--- src/wdt_pkg.sv ---
// watchdog timer with reset-cause flags: shared constants
// assumes a 40 MHz apb clock and a 128 kHz oscillator level sampled in that domain

package wdt_pkg;
   // ==========================================================
   // register map (byte addresses on apb)
   localparam logic [11:0] ADDR_CTRL = 12'h000; // watchdog control/status
   localparam logic [11:0] ADDR_CAUSE = 12'h004; // reset_cause_flags
   localparam logic [11:0] ADDR_COUNT = 12'h008; // live counter value

   // ==========================================================
   // control register fields
   localparam int CTRL_IRQ_FLAG = 7; // timeout_irq_flag
   localparam int CTRL_IRQ_EN = 6; // irq_enable_bit
   localparam int CTRL_WDP_HI = 5; // prescaler_select bit 3
   localparam int CTRL_CHG_EN = 4; // change_enable_bit
   localparam int CTRL_RST_EN = 3; // reset_enable_bit
   localparam int CTRL_WDP_LO = 0; // prescaler_select bits 2..0 start here

   // ==========================================================
   // reset_cause_flags fields and values after power-on
   localparam int CAUSE_POWERON = 0; // poweron_flag
   localparam int CAUSE_PIN = 1; // pin_reset_flag
   localparam int CAUSE_BROWNOUT = 2; // brownout_flag
   localparam int CAUSE_WDOG = 3; // wdog_reset_flag
   localparam int CAUSE_W = 4; // implemented flags
   localparam logic [3:0] CAUSE_RESET_VAL = 4'h1; // only power-on set
   localparam logic [3:0] WDP_RESET_VAL = 4'h0; // shortest period

   // ==========================================================
   // timing
   localparam int OSC_FREQ_KHZ = 128; // watchdog oscillator rate
   localparam int TIMEOUT_MIN_MS = 16; // code 0 period
   localparam int TIMEOUT_MAX_MS = 8000; // code 9 period
   localparam int BASE_CYCLES = TIMEOUT_MIN_MS * OSC_FREQ_KHZ; // 2048 oscillator cycles
   localparam logic [3:0] WDP_MAX_CODE = 4'h9; // longest legal code
   localparam int CNT_W = 21; // holds 1048576
   localparam logic [2:0] CHG_WINDOW_CYCLES = 3'h4; // unlock window length
   localparam int CLK_PERIOD_NS = 25; // 40 MHz core clock
   localparam int STARTUP_DELAY_NS = 65000; // startup_delay_period
   localparam int STARTUP_CYCLES = (STARTUP_DELAY_NS + CLK_PERIOD_NS - 1) / CLK_PERIOD_NS;
endpackage : wdt_pkg

--- src/wdt_startup_delay.sv ---
// start-up delay counter stretching the internal reset after a watchdog reset
// assumes the trigger is a one-cycle pulse in the pclk domain
`timescale 1ns/1ps

module wdt_startup_delay #(
   parameter int DELAY_CYCLES = wdt_pkg::STARTUP_CYCLES
) (
   input wire logic pclk,
   input wire logic presetn,
   input wire logic reset_pulse,
   output logic hold
);
   // ==========================================================
   // falling edge of the reset pulse
   logic pulse_prev_q; // pulse one cycle ago
   logic fall; // trailing edge seen
   logic [15:0] cnt_q; // cycles left

   assign fall = pulse_prev_q & ~reset_pulse;

   // edge history
   always_ff @(posedge pclk or negedge presetn) begin
      if (!presetn) begin
         pulse_prev_q <= 1'b0;
      end else begin
         pulse_prev_q <= reset_pulse;
      end
   end

   // delay down-counter, loaded on the trailing edge
   always_ff @(posedge pclk or negedge presetn) begin
      if (!presetn) begin
         cnt_q <= 16'h0000;
      end else if (fall) begin
         cnt_q <= 16'(DELAY_CYCLES);
      end else if (cnt_q != 16'h0000) begin
         cnt_q <= cnt_q - 16'h0001;
      end
   end

   // hold is a flop decode, so no glitch reaches the reset tree
   always_ff @(posedge pclk or negedge presetn) begin
      if (!presetn) begin
         hold <= 1'b0;
      end else begin
         hold <= fall | (cnt_q > 16'h0001);
      end
   end
endmodule : wdt_startup_delay

--- src/wdt_watchdog.sv ---
// watchdog timer core with timed setup unlock and reset-cause flags, apb slave
// assumes osc_level toggles at 128 kHz and is synchronous to pclk
`timescale 1ns/1ps

module wdt_watchdog #(
   parameter int STARTUP_CYCLES = wdt_pkg::STARTUP_CYCLES
) (
   input wire logic pclk,
   input wire logic presetn,
   input wire logic psel,
   input wire logic penable,
   input wire logic pwrite,
   input wire logic [11:0] paddr,
   input wire logic [31:0] pwdata,
   output logic [31:0] prdata,
   output logic pready,
   output logic pslverr,
   input wire logic osc_level,
   input wire logic wdog_restart,
   input wire logic irq_vector_ack,
   input wire logic always_on_fuse,
   input wire logic pin_reset_evt,
   input wire logic brownout_evt,
   output logic wdog_irq,
   output logic wdog_reset_pulse,
   output logic core_reset_hold
);
   // ==========================================================
   // declarations
   localparam int CAUSE_W_L = wdt_pkg::CAUSE_W; // implemented cause flags
   logic re_q; // reset_enable_bit as written
   logic ie_q; // irq_enable_bit as written
   logic [3:0] wdp_q; // prescaler_select
   logic [2:0] chg_cnt_q; // unlock window cycles left
   logic irq_flag_q; // timeout_irq_flag
   logic [CAUSE_W_L-1:0] cause_q; // reset_cause_flags
   logic osc_q; // oscillator level last cycle
   logic tick; // one oscillator period elapsed
   logic [wdt_pkg::CNT_W-1:0] cnt_q; // watchdog counter
   logic [wdt_pkg::CNT_W-1:0] limit; // selected terminal count
   logic rst_pulse_q; // one-cycle system reset
   logic re_eff; // reset enable after overrides
   logic ie_eff; // irq enable after fuse
   logic running; // any mode active
   logic expire; // terminal count this cycle
   logic expire_irq; // expiry gives interrupt
   logic expire_rst; // expiry gives reset
   logic wr_ctrl; // write to control
   logic wr_cause; // write to cause flags
   logic chg_open; // change window open
   logic unlock; // unlock write seen
   logic cfg_apply; // setup write inside window
   logic [3:0] wdp_new; // prescaler from bus
   logic presc_chg; // prescaler about to change
   logic setup_phase; // apb setup cycle
   logic [3:0] cause_set; // hardware set per flag

   // ==========================================================
   // apb decode
   assign setup_phase = psel & ~penable;
   assign wr_ctrl = psel & penable & pwrite & (paddr == wdt_pkg::ADDR_CTRL);
   assign wr_cause = psel & penable & pwrite & (paddr == wdt_pkg::ADDR_CAUSE);
   // writes land only at the access edge, never in the setup cycle
   assign pready = 1'b1; // zero wait states
   // unmapped access answers with an error in the access phase
   assign pslverr = psel & penable & (paddr != wdt_pkg::ADDR_CTRL) &
                    (paddr != wdt_pkg::ADDR_CAUSE) & (paddr != wdt_pkg::ADDR_COUNT);

   // ==========================================================
   // effective mode
   // fuse wins over software; a set watchdog flag pins reset enable high
   assign re_eff = re_q | cause_q[wdt_pkg::CAUSE_WDOG] | always_on_fuse;
   assign ie_eff = ie_q & ~always_on_fuse;
   // with the fuse set the stored irq enable still takes writes, but stays unseen
   assign running = re_eff | ie_eff;

   // ==========================================================
   // timed setup sequence
   assign chg_open = (chg_cnt_q != 3'h0);
   // unlock needs both bits in one write, whatever reset enable held
   assign unlock = wr_ctrl & pwdata[wdt_pkg::CTRL_CHG_EN] & pwdata[wdt_pkg::CTRL_RST_EN];
   assign cfg_apply = wr_ctrl & ~pwdata[wdt_pkg::CTRL_CHG_EN] & chg_open;
   assign wdp_new = {pwdata[wdt_pkg::CTRL_WDP_HI], pwdata[wdt_pkg::CTRL_WDP_LO +: 3]};
   assign presc_chg = cfg_apply & (wdp_new != wdp_q);

   // window counter: opened by unlock, closed by use or by age
   // counted in pclk cycles, so a master with wait states may miss the window
   always_ff @(posedge pclk or negedge presetn) begin
      if (!presetn) begin
         chg_cnt_q <= 3'h0;
      end else if (unlock) begin
         chg_cnt_q <= wdt_pkg::CHG_WINDOW_CYCLES;
      end else if (cfg_apply) begin
         chg_cnt_q <= 3'h0; // one change per unlock
      end else if (chg_open) begin
         chg_cnt_q <= chg_cnt_q - 3'h1;
      end
   end

   // reset enable and prescaler
   // these survive the block's own system reset, so an accidental enable persists
   always_ff @(posedge pclk or negedge presetn) begin
      if (!presetn) begin
         re_q <= 1'b0;
         wdp_q <= wdt_pkg::WDP_RESET_VAL;
      end else if (cfg_apply) begin
         // clearing is refused while the watchdog flag stands
         re_q <= pwdata[wdt_pkg::CTRL_RST_EN] | cause_q[wdt_pkg::CAUSE_WDOG];
         wdp_q <= wdp_new;
      end else if (wr_ctrl && pwdata[wdt_pkg::CTRL_RST_EN]) begin
         re_q <= 1'b1; // setting needs no unlock
      end else if (rst_pulse_q) begin
         re_q <= 1'b1;
      end
   end

   // interrupt enable; vector in combined mode drops to reset mode
   // a bus write and the vector can meet in one cycle; the vector wins
   always_ff @(posedge pclk or negedge presetn) begin
      if (!presetn) begin
         ie_q <= 1'b0;
      end else if (irq_vector_ack && re_eff) begin
         ie_q <= 1'b0;
      end else if (wr_ctrl) begin
         ie_q <= pwdata[wdt_pkg::CTRL_IRQ_EN];
      end
   end

   // ==========================================================
   // oscillator tick and counter
   // the input is already pclk-synchronous, so one flop gives the edge
   always_ff @(posedge pclk or negedge presetn) begin
      if (!presetn) begin
         osc_q <= 1'b0;
      end else begin
         osc_q <= osc_level;
      end
   end
   // limitation: a level toggling on every pclk edge would lose ticks
   assign tick = osc_level & ~osc_q;

   // terminal count: 2048 shifted by code; reserved codes behave as the longest
   always_comb begin
      if (wdp_q > wdt_pkg::WDP_MAX_CODE) begin
         limit = wdt_pkg::CNT_W'(wdt_pkg::BASE_CYCLES << wdt_pkg::WDP_MAX_CODE);
      end else begin
         limit = wdt_pkg::CNT_W'(wdt_pkg::BASE_CYCLES << wdp_q);
      end
   end

   assign expire = tick & running & (cnt_q == limit - wdt_pkg::CNT_W'(1));
   // combined mode: flag still pending at second expiry means reset
   assign expire_irq = expire & ie_eff & ~(re_eff & irq_flag_q);
   assign expire_rst = expire & re_eff & (~ie_eff | irq_flag_q);

   // counter restarts on restart instruction, period change, stop or expiry
   // clearing on a period change costs a longer first period but no false expiry
   always_ff @(posedge pclk or negedge presetn) begin
      if (!presetn) begin
         cnt_q <= '0;
      end else if (wdog_restart || presc_chg || !running || expire) begin
         cnt_q <= '0;
      end else if (tick) begin
         cnt_q <= cnt_q + wdt_pkg::CNT_W'(1);
      end
   end

   // ==========================================================
   // interrupt flag: set wins over any clear
   always_ff @(posedge pclk or negedge presetn) begin
      if (!presetn) begin
         irq_flag_q <= 1'b0;
      end else if (expire_irq) begin
         irq_flag_q <= 1'b1;
      end else if (irq_vector_ack || (wr_ctrl && pwdata[wdt_pkg::CTRL_IRQ_FLAG])) begin
         irq_flag_q <= 1'b0;
      end
   end
   // level request; also usable as wake source while the core sleeps
   assign wdog_irq = irq_flag_q & ie_eff;

   // ==========================================================
   // system reset pulse and start-up stretch
   // a flop keeps the pulse glitch free and exactly one pclk wide
   always_ff @(posedge pclk or negedge presetn) begin
      if (!presetn) begin
         rst_pulse_q <= 1'b0;
      end else begin
         rst_pulse_q <= expire_rst;
      end
   end
   assign wdog_reset_pulse = rst_pulse_q;

   wdt_startup_delay #(
      .DELAY_CYCLES(STARTUP_CYCLES)
   ) u_delay (
      .pclk(pclk),
      .presetn(presetn),
      .reset_pulse(rst_pulse_q),
      .hold(core_reset_hold)
   );

   // ==========================================================
   // reset-cause flags, one flop per flag
   // presetn is the power-on reset: it sets the power-on flag, clears the rest
   // ones written are ignored, so a read-modify-write of one flag is safe
   assign cause_set = {expire_rst, brownout_evt, pin_reset_evt, 1'b0};
   generate
      for (genvar i = 0; i < CAUSE_W_L; i++) begin : g_cause
         always_ff @(posedge pclk or negedge presetn) begin
            if (!presetn) begin
               cause_q[i] <= wdt_pkg::CAUSE_RESET_VAL[i];
            end else if (cause_set[i]) begin
               cause_q[i] <= 1'b1; // event beats a same-cycle clear
            end else if (wr_cause && !pwdata[i]) begin
               cause_q[i] <= 1'b0; // writing one leaves the flag alone
            end
         end
      end
   endgenerate

   // ==========================================================
   // read data, captured in the setup cycle
   // capturing early keeps prdata a flop output through the access phase
   always_ff @(posedge pclk or negedge presetn) begin
      if (!presetn) begin
         prdata <= 32'h00000000;
      end else if (setup_phase) begin
         if (paddr == wdt_pkg::ADDR_CTRL) begin
            prdata <= {24'h000000, irq_flag_q, ie_eff, wdp_q[3], chg_open, re_eff, wdp_q[2:0]};
         end else if (paddr == wdt_pkg::ADDR_CAUSE) begin
            prdata <= {28'h0000000, cause_q};
         end else if (paddr == wdt_pkg::ADDR_COUNT) begin
            prdata <= {11'h000, cnt_q};
         end else begin
            prdata <= 32'h00000000; // unmapped
         end
      end
   end
endmodule : wdt_watchdog

--- config.mk ---
export PLATFORM = sky130hd
export DESIGN_NAME = wdt_watchdog
export DESIGN_NICKNAME = d
export VERILOG_FILES = /design/src/wdt_pkg.sv /design/src/wdt_startup_delay.sv /design/src/wdt_watchdog.sv
export SDC_FILE = /design/constraint.sdc
export NUM_CORES = 1
export LEC_CHECK = 0
export BUFFER_PORTS_ARGS = -buffer_cell sky130_fd_sc_hd__buf_2
export CELL_PAD_IN_SITES_DETAIL_PLACEMENT = 1
export CELL_PAD_IN_SITES_GLOBAL_PLACEMENT = 2
export CORE_MARGIN = 2
export CORE_UTILIZATION = 35
export CTS_CLUSTER_SIZE = 25
export DETAILED_ROUTE_END_ITERATION = 12
export PLACE_DENSITY_LB_ADDON = 0.12
export SLEW_MARGIN = 20
export SYNTH_ARGS = -nofsm -noshare
export SYNTH_HDL_FRONTEND = slang
export SYNTH_SLANG_ARGS = --single-unit
--- constraint.sdc ---
create_clock -name pclk -period 5.9 [get_ports pclk]
set_input_delay 0.59 -clock pclk [delete_from_list [all_inputs] [get_ports pclk]]
set_output_delay 0.59 -clock pclk [all_outputs]
set_load 0.03 [all_outputs]
Yosys cells after proc, flatten, opt, wreduce, memory -nomap -nowiden
Cells that the tools add are included.

cells by class
  $add $sub $neg = 4
  magnitude comparators = 2
  eq/ne operators = 6
  shift operators = 1
  muxes and demuxes = 24
  bitwise gates (word level) = 37
  reductions and logical operators = 29

operator list
  operator               number
  $mux 21                6
  $mux 16                2
  $and 1x1->1            24
  $add 21x1->21 const B  1
  $eq 21x21->1           1
  $shl 12x4->21 const A  1
  $sub 21x1->21 const B  1
  $gt 16x1->1 const B    1
  $reduce_bool 16->1     1
  $sub 16x1->16 const B  1
  $reduce_bool 2->1      7
  $mux 1                 13
  $eq 12x3->1 const B    1
  $eq 12x4->1 const B    1
  $logic_not 12->1       1
  $ne 12x3->1 const B    1
  $ne 12x4->1 const B    1
  $reduce_bool 12->1     1
  $mux 3                 3
  $reduce_bool 3->1      3
  $logic_and 1x1->1      7
  $not 1->1              7
  $or 1x1->1             6
  $logic_not 1->1        5
  4 further kinds        7

word-level totals
  flip-flop bits (word level) = 87
  bits of input ports = 55
  output and inout bits = 37
  logic and storage cells = 119

Logic depth before layout (Yosys ltp)
  word-level depth = 10
  depth in mapped cells = 12

Hierarchy
A second synthesis with hierarchy kept.

second synthesis, totals
  cells, all modules = 451
  area total of the unflattened synthesis = 4371.7 µm²

by module, submodules not included
  module             instances  cells an instance  area an instance (µm²)  sequential area each (µm²)
  wdt_watchdog       1          350                3388.2                  1452.6
  wdt_startup_delay  1          101                983.4                   450.4

Least setup slack after synthesis
No wires, ideal clock.

  path kind = register to register
  from = reg wdp_q[3]
  to = reg cnt_q[12] (netlist bit)
  arrival time = 2781 ps
  data required time = 5758 ps
  slack = 2977 ps
  stages on the path, launching flop included = 11
  buffers on the path = 3
  period minus slack after synthesis = 2923 ps
  cell sequence = dfrtp_1 > clkbuf_1 > or4_1 > ha_1 > clkbuf_1 > xor2_1 > xnor2_1 > nand4_1 > nor4b_4 > buf_2 > a211oi_1

between the ends
  longest elaborated chain between the ends = 7
  elaborated cells between the ends (all ways) = 13

ends and longest elaborated chain
  what                                                 line                                      text
  start, declared                                      wdt_watchdog.sv:33                        logic [3:0] wdp_q;
  start signal, assigned                               wdt_watchdog.sv:105                       wdp_q <= wdt_pkg::WDP_RESET_VAL;
  start signal, assigned                               wdt_watchdog.sv:109                       wdp_q <= wdp_new;
  $shl 12x4->21 / $gt 4x4->1 (equally long branches)   wdt_watchdog.sv:147, wdt_watchdog.sv:144
  $mux 21                                              wdt_watchdog.sv:144                       if (wdp_q > wdt_pkg::WDP_MAX_CODE) begin
  $sub 21x1->21                                        wdt_watchdog.sv:151                       assign expire = tick & running & (cnt_q == limit - wdt_pkg::CNT_W'(1));
  $eq 21x21->1                                         wdt_watchdog.sv:151
  $and 1x1->1                                          wdt_watchdog.sv:151
  $logic_or 1x1->1 *                                   wdt_watchdog.sv:161                       end else if (wdog_restart || presc_chg || !running || expire) begin
  $mux 21 / $reduce_bool 2->1 (equally long branches)  --
  end signal, assigned                                 wdt_watchdog.sv:164                       cnt_q <= cnt_q + wdt_pkg::CNT_W'(1);
  end, declared                                        wdt_watchdog.sv:39                        logic [wdt_pkg::CNT_W-1:0] cnt_q;

Every way passes the cells marked *; elsewhere a longest branch is shown, timed or not.
A chain may end at the register's enable or synchronous reset.

Final worst setup path
  from = reg wdp_q[3]
  to = reg cnt_q[16] (netlist bit)

The elaborated chain is that of the path after synthesis.

==> results.cfg <==
[place]
dpl.hpwl_um = 7840
gpl.final_weighted_congestion = 0.767
buffers_added_on_ports = 55
pre_cts_ws_ns = 2.20
dpl_cell_area_um2 = 4560
dpl.cell_count = 610

[yosys]
mappedNetlistArea_um2 = 4230
synth-seq-area-share_pct = 45.0
number_of_distinct_standard_cells_referenced_by_the_synthesized_netlist = 59
fraction_of_synthesis_flops_using_an_asynchronous_set_or_reset_pin_pct = 100
dominantRegCellSynth = sky130_fd_sc_hd__dfrtp_1
syn-mean-instance-area_um2 = 9.81
postSynthRegisterBits = 76
synth_edf_count = 0
ys.warnings.count = 0
syn-instance-count = 431

[critical_path]
critPathTopFamily = simple AND/OR/NAND/NOR gates
end_of_the_worst_register_to_register_path = cnt_q[16]
regToRegSetupSlack_ns = 2.45
worstReg2RegStart = wdp_q[3]
endpoint_kind = flop
path_cells = or4_1, ha_1, nor4b_1, o211a_1, a311oi_1, nor4b_4, buf_4, a211oi_1
cp_slowest_stage_delay_ns = 0.63
critical_path_buf_inv_count = 1
worst-setup-path-type = flop to flop
crit_slowest_cell = sky130_fd_sc_hd__or4_1
rr_worst_depth = 8
cp.required_ns = 6.07
critPathArrivalTime_ns = 3.61
critical_path_peak_fanout = 19
critical_path_launch_point_type = flop

[clock_network]
number_of_sinks_handled_by_clock_tree_synthesis = 76
cts_tree = done
htree_levels = 3
cts_hold_buf = 0
ctsRootBufferMaster = sky130_fd_sc_hd__clkbuf_16
cts_made_buffers = 9
clk_pin_slew_ns = 0.06
cts_setup_buffers = 0
clock_path_buffers = 2
ctsResizeCount = 0
insertion_delay_ns = 0.34

[detailed_routing]
drt-pass1-iter-count = 4
drc = 0
drt-initial-drc-count = 135
antenna_violating_nets_post_route = 0
route.final.wire_length_um = 11300
route.vias.total = 3397
post_drt_via_cell_ratio = 5.41
wl_per_cell_um = 18.1

[layout]
areaGrowthSynthToFinish_pct = 16.7
final_nets = 537
final_cell_count_no_fill = 628
layout_common_cells = sky130_fd_sc_hd__dfrtp_1, sky130_fd_sc_hd__buf_2, sky130_fd_sc_hd__nor2_1, sky130_fd_sc_hd__nand2_1, sky130_fd_sc_hd__xnor2_1
fill_cells = 1367
num_antenna_cells = 0
share_of_layout_cells_above_drive_strength_1_pct = 19.5
finish.instance_area_um2 = 4930
final_common_cell = sky130_fd_sc_hd__dfrtp_1

[timing]
fmax_mhz = 290
finalClockSkew_ns = 0.00711
hold_viol = 0
layout_setup_ws_ns = 2.45
maxSlewHeadroom_pct = 35.5
maxSlewViolCount = 0
setup_total_negative_slack_ns = 0
final.min_clock_period_ns = 3.45
slew_at_the_pin_with_the_worst_max_slew_slack_ns = 0.968
report.final.setup_viol = 0
post-route-period-util_pct = 58.4
timing.hold.ws_ns = 0.210
rsz0062_at_grt = no

[floorplanning]
coreArea_um2 = 11900
ios = 92
rows = 40
initial_core_util_pct = 35.5
dieArea_um2 = 13000
floorplan.die.height_um = 114
floorplan.die.width_um = 114

[grt]
globalRouteTotalUtil_pct = 18.5
grt_max_degree = 77
grt_pass1_vias = 3559
globalRouteOverflowTotal = 0
antenna_found_initial = 0
grt_pass1_wl_um = 18600

[run_status]
status = finished clean

[power]
power_per_standard_cell_area_nw_per_um2 = 258
p_leak_nw = 2.28
worst_ir_drop_vdd_mv = 0.119

[run]
maxCapViolations = 0

[worst_hold_path]
holdCritPathClass = input port to asynchronous set/reset pin
[state kept, by name (all words and copies together), names as in the netlist, 3 cells and up]
| signal | flops |
|---|---|
| prdata | 21 |
| u_delay.cnt_q | 16 |
| cnt_q | 21 |
| wdp_q | 4 |
| cause_q | 4 |
| chg_cnt_q | 3 |
[per-stage QoR]
step	utilization [%]	total power, mW
floorplan	-	0.628
global placement	38.3	0.657
detailed placement	38.3	0.665
CTS	41.1	1.29
global route	41.4	1.33
finish	41.4	1.27
[cell usage after synthesis (all sizes together) (5+ instances only)]
master	instances	share of area, %
xor2	12	2.5
or3	8	1.2
nor2	37	3.3
buf	15	2.5
ha	6	1.8
a211oi	21	3.7
o21ai	15	1.8
clkbuf	20	1.8
dfrtp	75	44
or4	5	1.1
mux2	7	1.9
o31ai	5	0.89
nand2b	6	0.89
nor3	14	1.7
and3	7	1.0
nor4	6	1.0
nand2	25	2.2
nand3	12	1.4
a22oi	5	0.89
nand4	8	1.2
xnor2	23	4.8
a21oi	19	2.2
a22o	13	2.7
inv	10	0.89
and2	6	0.89
[worst max-delay path by stage]
stage,start,end,slack (ns),cells after the start
detailed placement,wdp_q[3],cnt_q[16],2.20,7
global route,wdp_q[3],cnt_q[16],2.14,8
CTS,wdp_q[3],cnt_q[16],2.18,7
global placement,wdp_q[3],cnt_q[18],2.29,7
finish,wdp_q[3],cnt_q[16],2.45,8
floorplan,wdp_q[3],cnt_q[12],2.98,10
[area by class of cell]
type	count	area [um^2]	area share [%]
sequential	76	1900	38.6
inverter	10	37.5	0.761
clock buffer	12	267	5.40
tap	147	184	3.73
timing repair buffer	59	328	6.64
clock inverter	4	70.1	1.42
multi-input combinational	320	2140	43.5
[cells by family (layout without fill, tap and decap cells)]
family | Yosys count | count (layout) | synth area share (%)
and+or+nand+nor | 157 | 157 | 20.5
AOI/OAI and AO/OA | 99 | 99 | 17.3
DFF | 76 | 76 | 45.0
buffers and inverters | 45 | 85 | 5.18
xor gates and xnor gates | 35 | 35 | 7.25
muxes | 11 | 11 | 2.81
adders and majority gates | 6 | 6 | 1.78
other | 2 | 12 | 0.178
[report_power, final]
group	internal [mW]	total [mW]	switching [mW]
logic	0.0425	0.115	0.0727
registers	0.534	0.541	0.00677
clock network	0.403	0.617	0.213
[worst register-to-register path: stages, from the launching register on]
cell and delay (ns):
sky130_fd_sc_hd__dfrtp_1 0.60, sky130_fd_sc_hd__or4_1 0.64, sky130_fd_sc_hd__ha_1 0.38, sky130_fd_sc_hd__nor4b_1 0.40
sky130_fd_sc_hd__o211a_1 0.22, sky130_fd_sc_hd__a311oi_1 0.07, sky130_fd_sc_hd__nor4b_4 0.56, sky130_fd_sc_hd__buf_4 0.30
sky130_fd_sc_hd__a211oi_1 0.11
[layer usage]
metal	up-vias	global-route usage [%]	routed length, um
li1	1632	-	-
met1	1707	25.0	5470
met2	52	30.0	5370
met3	6	4.57	403
met4	0	4.39	98
met5	-	0	0
Note: power is estimated with default switching activity, not from simulation.
